[src/uoc_pkg.sv]
// package: register map, field positions and carrier types of the usb
// option block; assumes a single system clock and a plain register port.
package uoc_pkg;

	// ==================================================================
	// register offsets
	localparam logic [7:0] UOC_CAP_OFFSET = 8'h00;
	localparam logic [7:0] UOC_MUX_OFFSET = 8'h04;
	localparam logic [7:0] UOC_CTL_OFFSET = 8'h0c;
	localparam logic [7:0] UOC_IRQ_STATUS_OFFSET = 8'h10;
	localparam logic [7:0] UOC_IRQ_MASK_OFFSET = 8'h14;

	// ==================================================================
	// capability register fields
	localparam int CAP_WAKE_OC_BIT = 19;
	localparam int CAP_RSVD18_BIT = 18;
	localparam int CAP_WAKE_VBUS_BIT = 17;
	localparam int CAP_RSVD16_BIT = 16;
	localparam int CAP_AUTO_PU_BIT = 15;
	localparam int CAP_OC_POL_BIT = 14;
	localparam int CAP_OC_REP_LSB = 10;
	localparam int CAP_PEN2_POL_BIT = 9;
	localparam int CAP_PEN1_POL_BIT = 8;
	localparam int CAP_LIVE_MSB = 19;
	localparam logic [31:0] CAP_RESET = 32'h000003ea;

	// ==================================================================
	// multiplex and option control fields
	localparam int MUX_VBUS_BIT = 8;
	localparam int MUX_PULLUP_BIT = 2;
	localparam int CTL_PAD_EN_BIT = 7;
	localparam logic [1:0] MUX_RESET = 2'h0;
	localparam logic CTL_PAD_RESET = 1'b0;

	// ==================================================================
	// interrupt status bits
	localparam int IRQ_WIDTH = 3;
	localparam int IRQ_OC_BIT = 0;
	localparam int IRQ_VBUS_BIT = 1;
	localparam int IRQ_PME_BIT = 2;

	// ==================================================================
	// encodings
	typedef enum logic [1:0] {
		UOC_MAP_NONE = 2'h0,
		UOC_MAP_GANGED = 2'h1,
		UOC_MAP_OUT1 = 2'h2,
		UOC_MAP_OUT2 = 2'h3
	} uoc_map_type;

	localparam logic [1:0] MUX_DEVICE = 2'h3;
	localparam logic [1:0] MUX_HOST = 2'h2;

	// ==================================================================
	// carriers
	typedef struct packed {
		logic [7:0] addr;
		logic [31:0] wdata;
		logic wr;
		logic rd;
	} uoc_bus_req_type;

	typedef struct packed {
		logic [3:0] ohci_port_power_bit;
		logic [3:0] ehci_port_power_bit;
	} uoc_host_power_type;

endpackage

[src/uoc_port_power.sv]
// usb option block: port power routing, over-current qualification,
// wake status and automatic d+ pull-up. assumes one clock, sync reset,
// and a register port with read data one cycle after the read strobe.
`timescale 1ns/1ps

module uoc_port_power
	import uoc_pkg::*;
(
	input wire logic core_clk_i,
	input wire logic reset_i,
	input wire logic [7:0] reg_addr_i,
	input wire logic [31:0] reg_wdata_i,
	input wire logic reg_wr_i,
	input wire logic reg_rd_i,
	output logic [31:0] reg_rdata_o,
	input wire logic [3:0] ohci_port_power_bit_i,
	input wire logic [3:0] ehci_port_power_bit_i,
	input wire logic overcurrent_sense_in_i,
	input wire logic vbus_above_threshold_i,
	output logic port_power_out1_o,
	output logic port_power_out2_o,
	output logic [3:0] ohci_overcurrent_o,
	output logic [3:0] ehci_overcurrent_o,
	output logic device_port_dplus_pullup_o,
	output logic host_port_select_o,
	output logic device_port_select_o,
	output logic pme_status_o,
	output logic irq_o
);
	// ==================================================================
	// decode helpers
	function automatic logic [1:0] map_route(input logic [1:0] code);
		logic [1:0] r;
		r = 2'h0;
		unique case (uoc_map_type'(code))
			UOC_MAP_NONE: r = 2'h0;
			UOC_MAP_GANGED: r = 2'h3;
			UOC_MAP_OUT1: r = 2'h1;
			UOC_MAP_OUT2: r = 2'h2;
		endcase
		return r;
	endfunction

	function automatic logic hit(input logic [7:0] a, input logic [7:0] off);
		return a == off;
	endfunction

	// ==================================================================
	// declarations
	uoc_bus_req_type req;
	uoc_host_power_type hpow;
	logic [19:0] cap_reg;
	logic [1:0] mux_reg;
	logic sw_pullup_reg;
	logic pad_en_reg;
	logic [IRQ_WIDTH-1:0] irq_status_reg;
	logic [IRQ_WIDTH-1:0] irq_mask_reg;
	logic [31:0] rdata_reg;
	logic pme_reg;
	logic oc_sync;
	logic vbus_sync;
	logic vbus_prev_reg;
	logic oc_prev_reg;
	logic oc_active;
	logic vbus_valid_flag;
	logic vbus_change;
	logic oc_rise;
	logic [3:0] oc_report;
	logic [3:0] port_power;
	logic or_out1;
	logic or_out2;
	logic pullup_bit;
	logic wr_cap;
	logic wr_ctl;
	logic [IRQ_WIDTH-1:0] irq_event;
	logic [1:0] route;
	logic out1_reg;
	logic out2_reg;
	logic [3:0] ohci_oc_reg;
	logic [3:0] ehci_oc_reg;
	logic dplus_reg;

	assign req = '{addr: reg_addr_i, wdata: reg_wdata_i,
		wr: reg_wr_i, rd: reg_rd_i};
	assign hpow = '{ohci_port_power_bit: ohci_port_power_bit_i,
		ehci_port_power_bit: ehci_port_power_bit_i};
	assign wr_cap = req.wr && hit(req.addr, UOC_CAP_OFFSET);
	assign wr_ctl = req.wr && hit(req.addr, UOC_CTL_OFFSET);

	// ==================================================================
	// input synchronisers
	uoc_sync2 u_oc_sync (
		.core_clk_i(core_clk_i),
		.reset_i(reset_i),
		.async_i(overcurrent_sense_in_i),
		.sync_o(oc_sync)
	);

	uoc_sync2 u_vbus_sync (
		.core_clk_i(core_clk_i),
		.reset_i(reset_i),
		.async_i(vbus_above_threshold_i),
		.sync_o(vbus_sync)
	);

	// ==================================================================
	// capability register
	always_ff @(posedge core_clk_i) begin
		if (reset_i) begin
			cap_reg <= CAP_RESET[19:0];
		end else if (wr_cap) begin
			cap_reg <= req.wdata[CAP_LIVE_MSB:0];
		end else if (wr_ctl && !req.wdata[CTL_PAD_EN_BIT]) begin
			cap_reg[CAP_AUTO_PU_BIT] <= 1'b0;
		end
	end

	// ==================================================================
	// multiplex and option control registers
	always_ff @(posedge core_clk_i) begin
		if (reset_i) begin
			mux_reg <= MUX_RESET;
			sw_pullup_reg <= 1'b0;
		end else if (req.wr && hit(req.addr, UOC_MUX_OFFSET)) begin
			mux_reg <= req.wdata[1:0];
			sw_pullup_reg <= req.wdata[MUX_PULLUP_BIT];
		end
	end

	always_ff @(posedge core_clk_i) begin
		if (reset_i) begin
			pad_en_reg <= CTL_PAD_RESET;
		end else if (wr_cap && req.wdata[CAP_AUTO_PU_BIT]) begin
			pad_en_reg <= 1'b1;
		end else if (wr_ctl) begin
			pad_en_reg <= req.wdata[CTL_PAD_EN_BIT];
		end
	end

	// ==================================================================
	// over-current qualification and reporting
	assign oc_active = (oc_sync == cap_reg[CAP_OC_POL_BIT]);
	assign oc_report = cap_reg[CAP_OC_REP_LSB +: 4] & {4{oc_active}};

	always_ff @(posedge core_clk_i) begin
		if (reset_i) begin
			ohci_oc_reg <= 4'h0;
			ehci_oc_reg <= 4'h0;
			// start as if over-current were already seen: no false event
			oc_prev_reg <= 1'b1;
		end else begin
			ohci_oc_reg <= oc_report;
			ehci_oc_reg <= oc_report;
			oc_prev_reg <= oc_active;
		end
	end

	assign ohci_overcurrent_o = ohci_oc_reg;
	assign ehci_overcurrent_o = ehci_oc_reg;

	// ==================================================================
	// port power routing
	assign port_power = hpow.ohci_port_power_bit | hpow.ehci_port_power_bit;

	always_comb begin
		or_out1 = 1'b0;
		or_out2 = 1'b0;
		route = 2'h0;
		for (int p = 0; p < 4; p++) begin
			route = map_route(cap_reg[2*p +: 2]);
			or_out1 = or_out1 | (route[0] & port_power[p]);
			or_out2 = or_out2 | (route[1] & port_power[p]);
		end
	end

	always_ff @(posedge core_clk_i) begin
		if (reset_i) begin
			out1_reg <= ~CAP_RESET[CAP_PEN1_POL_BIT];
			out2_reg <= ~CAP_RESET[CAP_PEN2_POL_BIT];
		end else begin
			out1_reg <= ~(or_out1 ^ cap_reg[CAP_PEN1_POL_BIT]);
			out2_reg <= ~(or_out2 ^ cap_reg[CAP_PEN2_POL_BIT]);
		end
	end

	assign port_power_out1_o = out1_reg;
	assign port_power_out2_o = out2_reg;

	// ==================================================================
	// port ownership and d+ pull-up
	assign host_port_select_o = (mux_reg == MUX_HOST);
	assign device_port_select_o = (mux_reg == MUX_DEVICE);
	assign vbus_valid_flag = vbus_sync & pad_en_reg;
	assign pullup_bit = cap_reg[CAP_AUTO_PU_BIT] ? vbus_valid_flag
		: sw_pullup_reg;

	always_ff @(posedge core_clk_i) begin
		if (reset_i) begin
			dplus_reg <= 1'b0;
		end else begin
			dplus_reg <= device_port_select_o & pullup_bit & pad_en_reg;
		end
	end

	assign device_port_dplus_pullup_o = dplus_reg;

	// ==================================================================
	// wake status
	always_ff @(posedge core_clk_i) begin
		if (reset_i) begin
			vbus_prev_reg <= 1'b0;
		end else begin
			vbus_prev_reg <= vbus_valid_flag;
		end
	end

	assign vbus_change = vbus_valid_flag ^ vbus_prev_reg;
	assign oc_rise = oc_active & ~oc_prev_reg;

	always_ff @(posedge core_clk_i) begin
		if (reset_i) begin
			pme_reg <= 1'b0;
		end else if ((cap_reg[CAP_WAKE_OC_BIT] && oc_rise
			&& cap_reg[CAP_OC_REP_LSB + 3])
			|| (cap_reg[CAP_WAKE_VBUS_BIT] && vbus_change)) begin
			pme_reg <= 1'b1;
		end else if (req.wr && hit(req.addr, UOC_IRQ_STATUS_OFFSET)
			&& req.wdata[IRQ_PME_BIT]) begin
			pme_reg <= 1'b0;
		end
	end

	assign pme_status_o = pme_reg;

	// ==================================================================
	// interrupt status and mask
	assign irq_event[IRQ_OC_BIT] = oc_rise;
	assign irq_event[IRQ_VBUS_BIT] = vbus_change;
	assign irq_event[IRQ_PME_BIT] = 1'b0;

	always_ff @(posedge core_clk_i) begin
		if (reset_i) begin
			irq_status_reg <= '0;
		end else if (req.wr && hit(req.addr, UOC_IRQ_STATUS_OFFSET)) begin
			irq_status_reg <= (irq_status_reg & ~req.wdata[IRQ_WIDTH-1:0])
				| irq_event;
		end else begin
			irq_status_reg <= irq_status_reg | irq_event;
		end
	end

	always_ff @(posedge core_clk_i) begin
		if (reset_i) begin
			irq_mask_reg <= '0;
		end else if (req.wr && hit(req.addr, UOC_IRQ_MASK_OFFSET)) begin
			irq_mask_reg <= req.wdata[IRQ_WIDTH-1:0];
		end
	end

	assign irq_o = |({irq_status_reg[IRQ_WIDTH-1:1] & irq_mask_reg[IRQ_WIDTH-1:1],
		irq_status_reg[0] & irq_mask_reg[0]}) | (pme_reg & irq_mask_reg[IRQ_PME_BIT]);

	// ==================================================================
	// read path
	always_ff @(posedge core_clk_i) begin
		if (reset_i) begin
			rdata_reg <= 32'h00000000;
		end else if (req.rd) begin
			rdata_reg <= 32'h00000000;
			unique case (req.addr)
				UOC_CAP_OFFSET: rdata_reg <= {12'h000, cap_reg};
				UOC_MUX_OFFSET: begin
					rdata_reg[MUX_VBUS_BIT] <= vbus_valid_flag;
					rdata_reg[MUX_PULLUP_BIT] <= pullup_bit;
					rdata_reg[1:0] <= mux_reg;
				end
				UOC_CTL_OFFSET: rdata_reg[CTL_PAD_EN_BIT] <= pad_en_reg;
				UOC_IRQ_STATUS_OFFSET: rdata_reg[IRQ_WIDTH-1:0] <=
					{pme_reg, irq_status_reg[1:0]};
				UOC_IRQ_MASK_OFFSET: rdata_reg[IRQ_WIDTH-1:0] <= irq_mask_reg;
				default: rdata_reg <= 32'h00000000;
			endcase
		end else begin
			rdata_reg <= 32'h00000000;
		end
	end

	assign reg_rdata_o = rdata_reg;
endmodule

[src/uoc_sync2.sv]
// two-flop synchroniser for one level from outside the clock domain.
// assumes the level is slow compared with the clock.
`timescale 1ns/1ps
module uoc_sync2 (
	input wire logic core_clk_i,
	input wire logic reset_i,
	input wire logic async_i,
	output logic sync_o
);
	logic meta_reg;
	logic sync_reg;

	always_ff @(posedge core_clk_i) begin
		if (reset_i) begin
			meta_reg <= 1'b0;
			sync_reg <= 1'b0;
		end else begin
			meta_reg <= async_i;
			sync_reg <= meta_reg;
		end
	end

	assign sync_o = sync_reg;
endmodule

[config.mk]
export PLATFORM = sky130hd
export DESIGN_NAME = uoc_port_power
export DESIGN_NICKNAME = d
export VERILOG_FILES = /design/src/uoc_pkg.sv /design/src/uoc_port_power.sv /design/src/uoc_sync2.sv
export SDC_FILE = /design/constraint.sdc
export NUM_CORES = 1
export LEC_CHECK = 0
export ABC_CLOCK_PERIOD_IN_PS = 3000
export BUFFER_PORTS_ARGS = -buffer_cell sky130_fd_sc_hd__buf_4
export CAP_MARGIN = 20
export CORE_ASPECT_RATIO = 0.9
export CORE_MARGIN = 3
export CORE_UTILIZATION = 44
export CTS_BUF_LIST = sky130_fd_sc_hd__clkbuf_4
export DETAILED_ROUTE_END_ITERATION = 8
export PLACE_DENSITY = 0.76
export SYNTH_ARGS = -nofsm -noshare
export SYNTH_HDL_FRONTEND = slang
export SYNTH_HIERARCHICAL = 1
export SYNTH_SLANG_ARGS = --single-unit
[constraint.sdc]
create_clock -name core_clk_i -period 3 [get_ports core_clk_i]
set_clock_uncertainty 0.15 [all_clocks]
set_input_delay 0.45 -clock core_clk_i [delete_from_list [all_inputs] [get_ports core_clk_i]]
set_output_delay 0.45 -clock core_clk_i [all_outputs]
set_load 0.005 [all_outputs]
Word-level counts from Yosys, hierarchy flattened --
Cells that the tools add are included.
Storage, ports and cells: output and inout port bits 47, register bits 76, word-level logic and storage cells 114, bits of input ports 54
Cells by class: reduce and logical (&&, ||, !) cells 24, bitwise gates (word level) 36, muxes and demuxes 15, equal/unequal tests 19
Operators by type and width (number):
- $pmux W2 S4 | 4
- $eq A2 B2 Y1 const B | 10
- $eq A8 B5 Y1 const B | 2
- $and A1 B1 Y1 | 14
- $pmux W3 S4 | 1
- $logic_and A1 B1 Y1 | 11
- $eq A2 B1 Y1 const B | 4
- $eq A8 B3 Y1 const B | 1
- $eq A8 B4 Y1 const B | 1
- $logic_not A2 Y1 | 4
- $logic_not A8 Y1 | 1
- $mux W1 | 7
- $or A1 B1 Y1 | 7
- $or A3 B2 Y3 | 2
- $reduce_bool A2 Y1 | 3
- $reduce_or A3 Y1 | 2
- $not A1 Y1 | 5
- $and A4 B4 Y4 | 1
- $or A4 B4 Y4 | 1
- $pmux W1 S2 | 2
- $and A3 B3 Y3 | 1
- $mux W3 | 1
- $not A3 Y3 | 1
- $xor A1 B1 Y1 | 3
- other kinds (5) | 5

Longest topological paths before layout --
depth after elaboration 8, depth in mapped cells 6, mapped depth without buffers 6

Hierarchy --
Netlist, hierarchy kept.
Modules (own cells, without submodules):
- uoc_port_power | area an instance 2576.2 um2, sequential area each 1201.2 um2, cells each 269, times used 1
- uoc_sync2 | area an instance 52.6 um2, sequential area each 40.0 um2, cells each 4, times used 2

Worst setup path after synthesis --
OpenSTA, ideal clock, no wires.
path kind in2reg, from in reset_i, to reg rdata_reg[15], in the netlist reg_rdata_o[15], data required time 2.791 ns, arrival time 1.501 ns, path slack 1.290 ns, library setup time 0.059 ns, buffers on the path 2, stages 6, path through buf_2 > nor4b_1 > nand2_2 > nor2_1 > clkbuf_2 > and2_1
Between the ends: longest elaborated chain between the ends 1
Ends and longest elaborated chain:
- start: declaration | RTL line uoc_port_power.sv:10 | input wire logic reset_i,
- $reduce_or A3 Y1 (no line)
- end signal: assignment | RTL line uoc_port_power.sv:271 | UOC_CAP_OFFSET: rdata_reg <= {12'h000, cap_reg};
- end signal: indexed assignment | RTL line uoc_port_power.sv:273 | rdata_reg[MUX_VBUS_BIT] <= vbus_valid_flag;
- end signal: indexed assignment | RTL line uoc_port_power.sv:274 | rdata_reg[MUX_PULLUP_BIT] <= pullup_bit;
- end: declaration | RTL line uoc_port_power.sv:58 | logic [31:0] rdata_reg;
Every way passes these cells. A chain may end at the register's enable or synchronous reset.

Worst setup path in the final report --
from in reg_addr_i[5], to reg cap_reg[1]
Between the ends: longest elaborated chain between the ends 2
Ends and longest elaborated chain:
- start: declaration | RTL line uoc_port_power.sv:11 | input wire logic [7:0] reg_addr_i,
- $logic_not A8 Y1 | RTL line uoc_port_power.sv:45 | return a == off;
- $logic_and A1 B1 Y1 | RTL line uoc_port_power.sv:87 | assign wr_cap = req.wr && hit(req.addr, UOC_CAP_OFFSET);
- end signal: assignment | RTL line uoc_port_power.sv:110 | cap_reg <= CAP_RESET[19:0];
- end signal: assignment | RTL line uoc_port_power.sv:112 | cap_reg <= req.wdata[CAP_LIVE_MSB:0];
- end: declaration | RTL line uoc_port_power.sv:52 | logic [19:0] cap_reg;
Every way passes these cells.

==> results.md <==
- The run finished with clean final reports.
- The power density over the cells is 420.0 nW/um^2.
- The number of vias per cell after detailed routing is 5.014.
- The element type at the critical path start is a primary input.
- The count of pins over their slew limit was 0.
- The most common cell in the synthesized netlist is sky130_fd_sc_hd__dfxtp_1.
- For this design, the CTS-stage hold fixing added 0 buffers.
- The first routing iteration left 122 violations.
- At the end of routability-driven placement, the weighted congestion stood at 0.7918.
- The fraction of registers with async set/reset is 0%.
- The layout net count is 417.
- The final antenna diode count is 0.
- The source-to-sink clock delay at the later pin of the worst-skew pair is 400 ps.
- In this run the deepest clock path goes through 2 buffers.
- The sequential cell fraction of total power is 61.6%.
- The endpoint of the lowest-slack register-to-register path is port_power_out2_o.
- The cell sitting at the root of the clock tree is a sky130_fd_sc_hd__clkbuf_4.
- The floorplan row count is 26.
- The chip height is 80.06 um.
- By area the synthesized netlist is led by sky130_fd_sc_hd__dfxtp_1 (48%), sky130_fd_sc_hd__mux2i_1 (6.7%), sky130_fd_sc_hd__ha_1 (5.6%).
- The number of clock sinks is 64.
- Dividing the detail-routed wire length by the instance count gives 13.80 um.
- The slew at the pin closest to its max-slew limit is 590.7 ps.
- Per report_power, the combinational group accounts for 7.1% of the total.
- The die extent in x is 88.29 um.
- The share of the yosys chip area belonging to registers is 47.78%.
- The peak ir drop on the vdd network is 0.3154 mV.
- The largest net degree at the start of global routing is 48.
- Sorting the synthesized cells by how often they occur yields sky130_fd_sc_hd__dfxtp_1 (64), sky130_fd_sc_hd__nor2_1 (35), sky130_fd_sc_hd__mux2i_1 (18).
- The clock tree from TritonCTS is built.
- Of the total power, the share spent switching nets is 23.50%.
- The peak fanout along the critical path is 26.
- The count of cells along the worst register-to-register path is 6.
- The worst path needs 1774 ps of the cycle, external delays included.
- The starting density of the core is 46.31%.
- Across all hold checks on the routed design, the worst slack comes to 105.3 ps.
- The total internal power is 1.065 mW.
- The number of vias after detailed routing is 2121.
- The worst hold path cell count is 2.
- Setup repair after global routing left no endpoint under its margin.
- The overall routed net length is 5836 um.
- The die footprint is 7068 um^2.
- The synthesized area per cell is 9.680 um^2.
- The data arrival time of the worst path is 1920 ps.
- STA classifies the critical path endpoint as a register.
- Buffers placed on the I/O ports in this run total 76.
- The synthesis-to-layout area growth is 23.61%.
- The endpoint of the worst hold path is u_oc_sync/meta_reg.
- For the worst setup path, the data required time is 3150 ps.
- The antenna violation net count after detailed routing is 0.
- Summing every instance area after synthesis gives 2681 um^2.
- The tightest min-delay check is of the primary input to register type.
- The number of maximum-capacitance violations is 0.
- The floorplan step defined a core boundary enclosing 5791 um^2.
- The count of unique library cells instantiated by Yosys is 44.
- Of the post-synthesis cell area, the dominant cell type holds 47.78%.
- The detailed placement HPWL is 4334 um.
- The launch point of the worst hold path is overcurrent_sense_in_i.
- For this design the static power due to leakage is 1.597 nW.
- During I/O placement, the number of pins put on the boundary was 101.
- The initial antenna violation count came to 0.
- The count of endpoints failing hold in the final timing report is 0.
- Summed over all nets, the switching power comes to 327.2 uW.
- For this run, the total global-route usage over all layers was measured as 17.25%.
- Clock tree synthesis inserted a total of 9 buffers.
- The biggest area contributor in the post-synthesis netlist is sky130_fd_sc_hd__dfxtp_1.
- The setup-violating endpoint count in the final report is 0.
- The overall power is 1.392 mW.
- The H-tree was split into 3 levels.
- In the synthesized netlist, the number of instances is 277.
- After synthesis the netlist holds a flip-flop and latch count of 64.
- In this run the critical register-to-register path is launched from cap_reg[1].
- The worst path uses 59.13% of the clock period.
- Once the clock tree was built, the setup fixing pass inserted 0 buffers.
- For this run the aggregate overflow at the end of global routing stands at 0.
- By startpoint and endpoint, the worst setup path is classified as primary input to register.
- For this run, the number of Yosys warnings is 6.
- The count of flip-flops with a built-in enable after synthesis is 0.
- The clock group share of total power is 31.3%.
- After clock tree synthesis, the clock-pin slew on the worst setup and hold paths is 90 ps.
- The DRC violation count after routing is 0.
- The fraction of final layout cells sized beyond drive strength 1 is 27.20%.
- Post-CTS repair changed the size of 0 cells.
- In the final timing run, aggregate negative setup slack is 0 ps.
- The worst-case headroom to the max-slew limit is 60.07%.
- The detailed-router iteration count before antenna repair is 4.
- The register-to-register path setup slack is 1430 ps.
- Static timing analysis puts the maximum clock frequency at 0.5637 GHz.
- The dominant synthesized flop cell is sky130_fd_sc_hd__dfxtp_1.
- The number of global-route vias before repair is 2057.
- The global-route wire length before repair is 9252 um.
placed cells by master (no fill, tap or decap), drive strengths merged, types with 4 or more instances in the layout:
cell / instances
nand3: 4
o22ai: 6
o21ai: 10
buf: 78
dfxtp: 64
nor2b: 10
inv: 9
nor2: 35
nand2: 10
conb: 12
nor3: 13
clkbuf: 10
mux2i: 18
ha: 12
a21oi: 14
and2: 16
cell families after synthesis:
family / after synthesis / share of synthesized area [%]
multiplexers: 20 / 8.539
buffers and inverters: 35 / 7.559
flip-flops: 64 / 47.78
other: 1 / 0.1399
AND/OR/NAND/NOR: 105 / 21.42
adder cells (fa/ha/maj): 12 / 5.599
AO/OA/AOI/OAI: 37 / 7.980
XOR/XNOR: 3 / 0.9801
worst max path at each step:
stage / to / from / depth (start not counted) / slack [ps]
detailed placement: cap_reg[1] / reg_addr_i[5] / 4 / 810
finish: cap_reg[1] / reg_addr_i[5] / 4 / 1230
CTS: irq_o / pme_status_o / 3 / 1220
floorplan: reg_rdata_o[15] / reset_i / 6 / 1290
global route: irq_o / pme_status_o / 3 / 1130
global placement: cap_reg[1] / reg_addr_i[5] / 4 / 830
metrics by stage:
stage | setup WS (ps) | util [%] | area, um^2 | std cells
after global routing | 1126 | 57.24 | 3314 | 423
after floorplan | 1290 | - | 2723 | 288
after CTS | 1215 | 57.24 | 3314 | 423
after detailed placement | 811.4 | 55.73 | 3227 | 410
final | 1226 | 57.24 | 3314 | 423
after global placement | 834.4 | 55.73 | 3227 | 410
metal layers:
metal	track usage [%]	share of wire, %	routed length (um)
met4	6.344	1.5	90
met5	0	0	0
met1	19.72	41	2399
met2	28.55	48	2792
met3	7.282	9.5	554
power by group through the flow:
stage               combinational (mW)  clock [mW]  sequential (mW)
detailed placement              0.0985           0            0.877
floorplan                       0.0485           0            0.876
global placement                0.0978           0            0.877
global route                     0.108       0.482            0.858
CTS                             0.0987       0.450            0.857
finish                          0.0988       0.436            0.857
worst max-delay path, stage by stage:
cell and delay (ps):
sky130_fd_sc_hd__buf_4 130, sky130_fd_sc_hd__nor4_4 480, sky130_fd_sc_hd__nand3_4 430, sky130_fd_sc_hd__a211o_1 410
cell type report:
| type | count | area [um^2] |
|---|---|---|
| Fill cell | 532 | 2476 |
| Sequential cell | 64 | 1281 |
| Multi-Input combinational cell | 189 | 1239 |
| Timing Repair Buffer | 78 | 585.6 |
| Tap cell | 70 | 87.58 |
| Clock buffer | 10 | 75.07 |
| Inverter | 9 | 33.78 |
| Clock inverter | 3 | 12.51 |
Power figures use the tool's default switching activity.
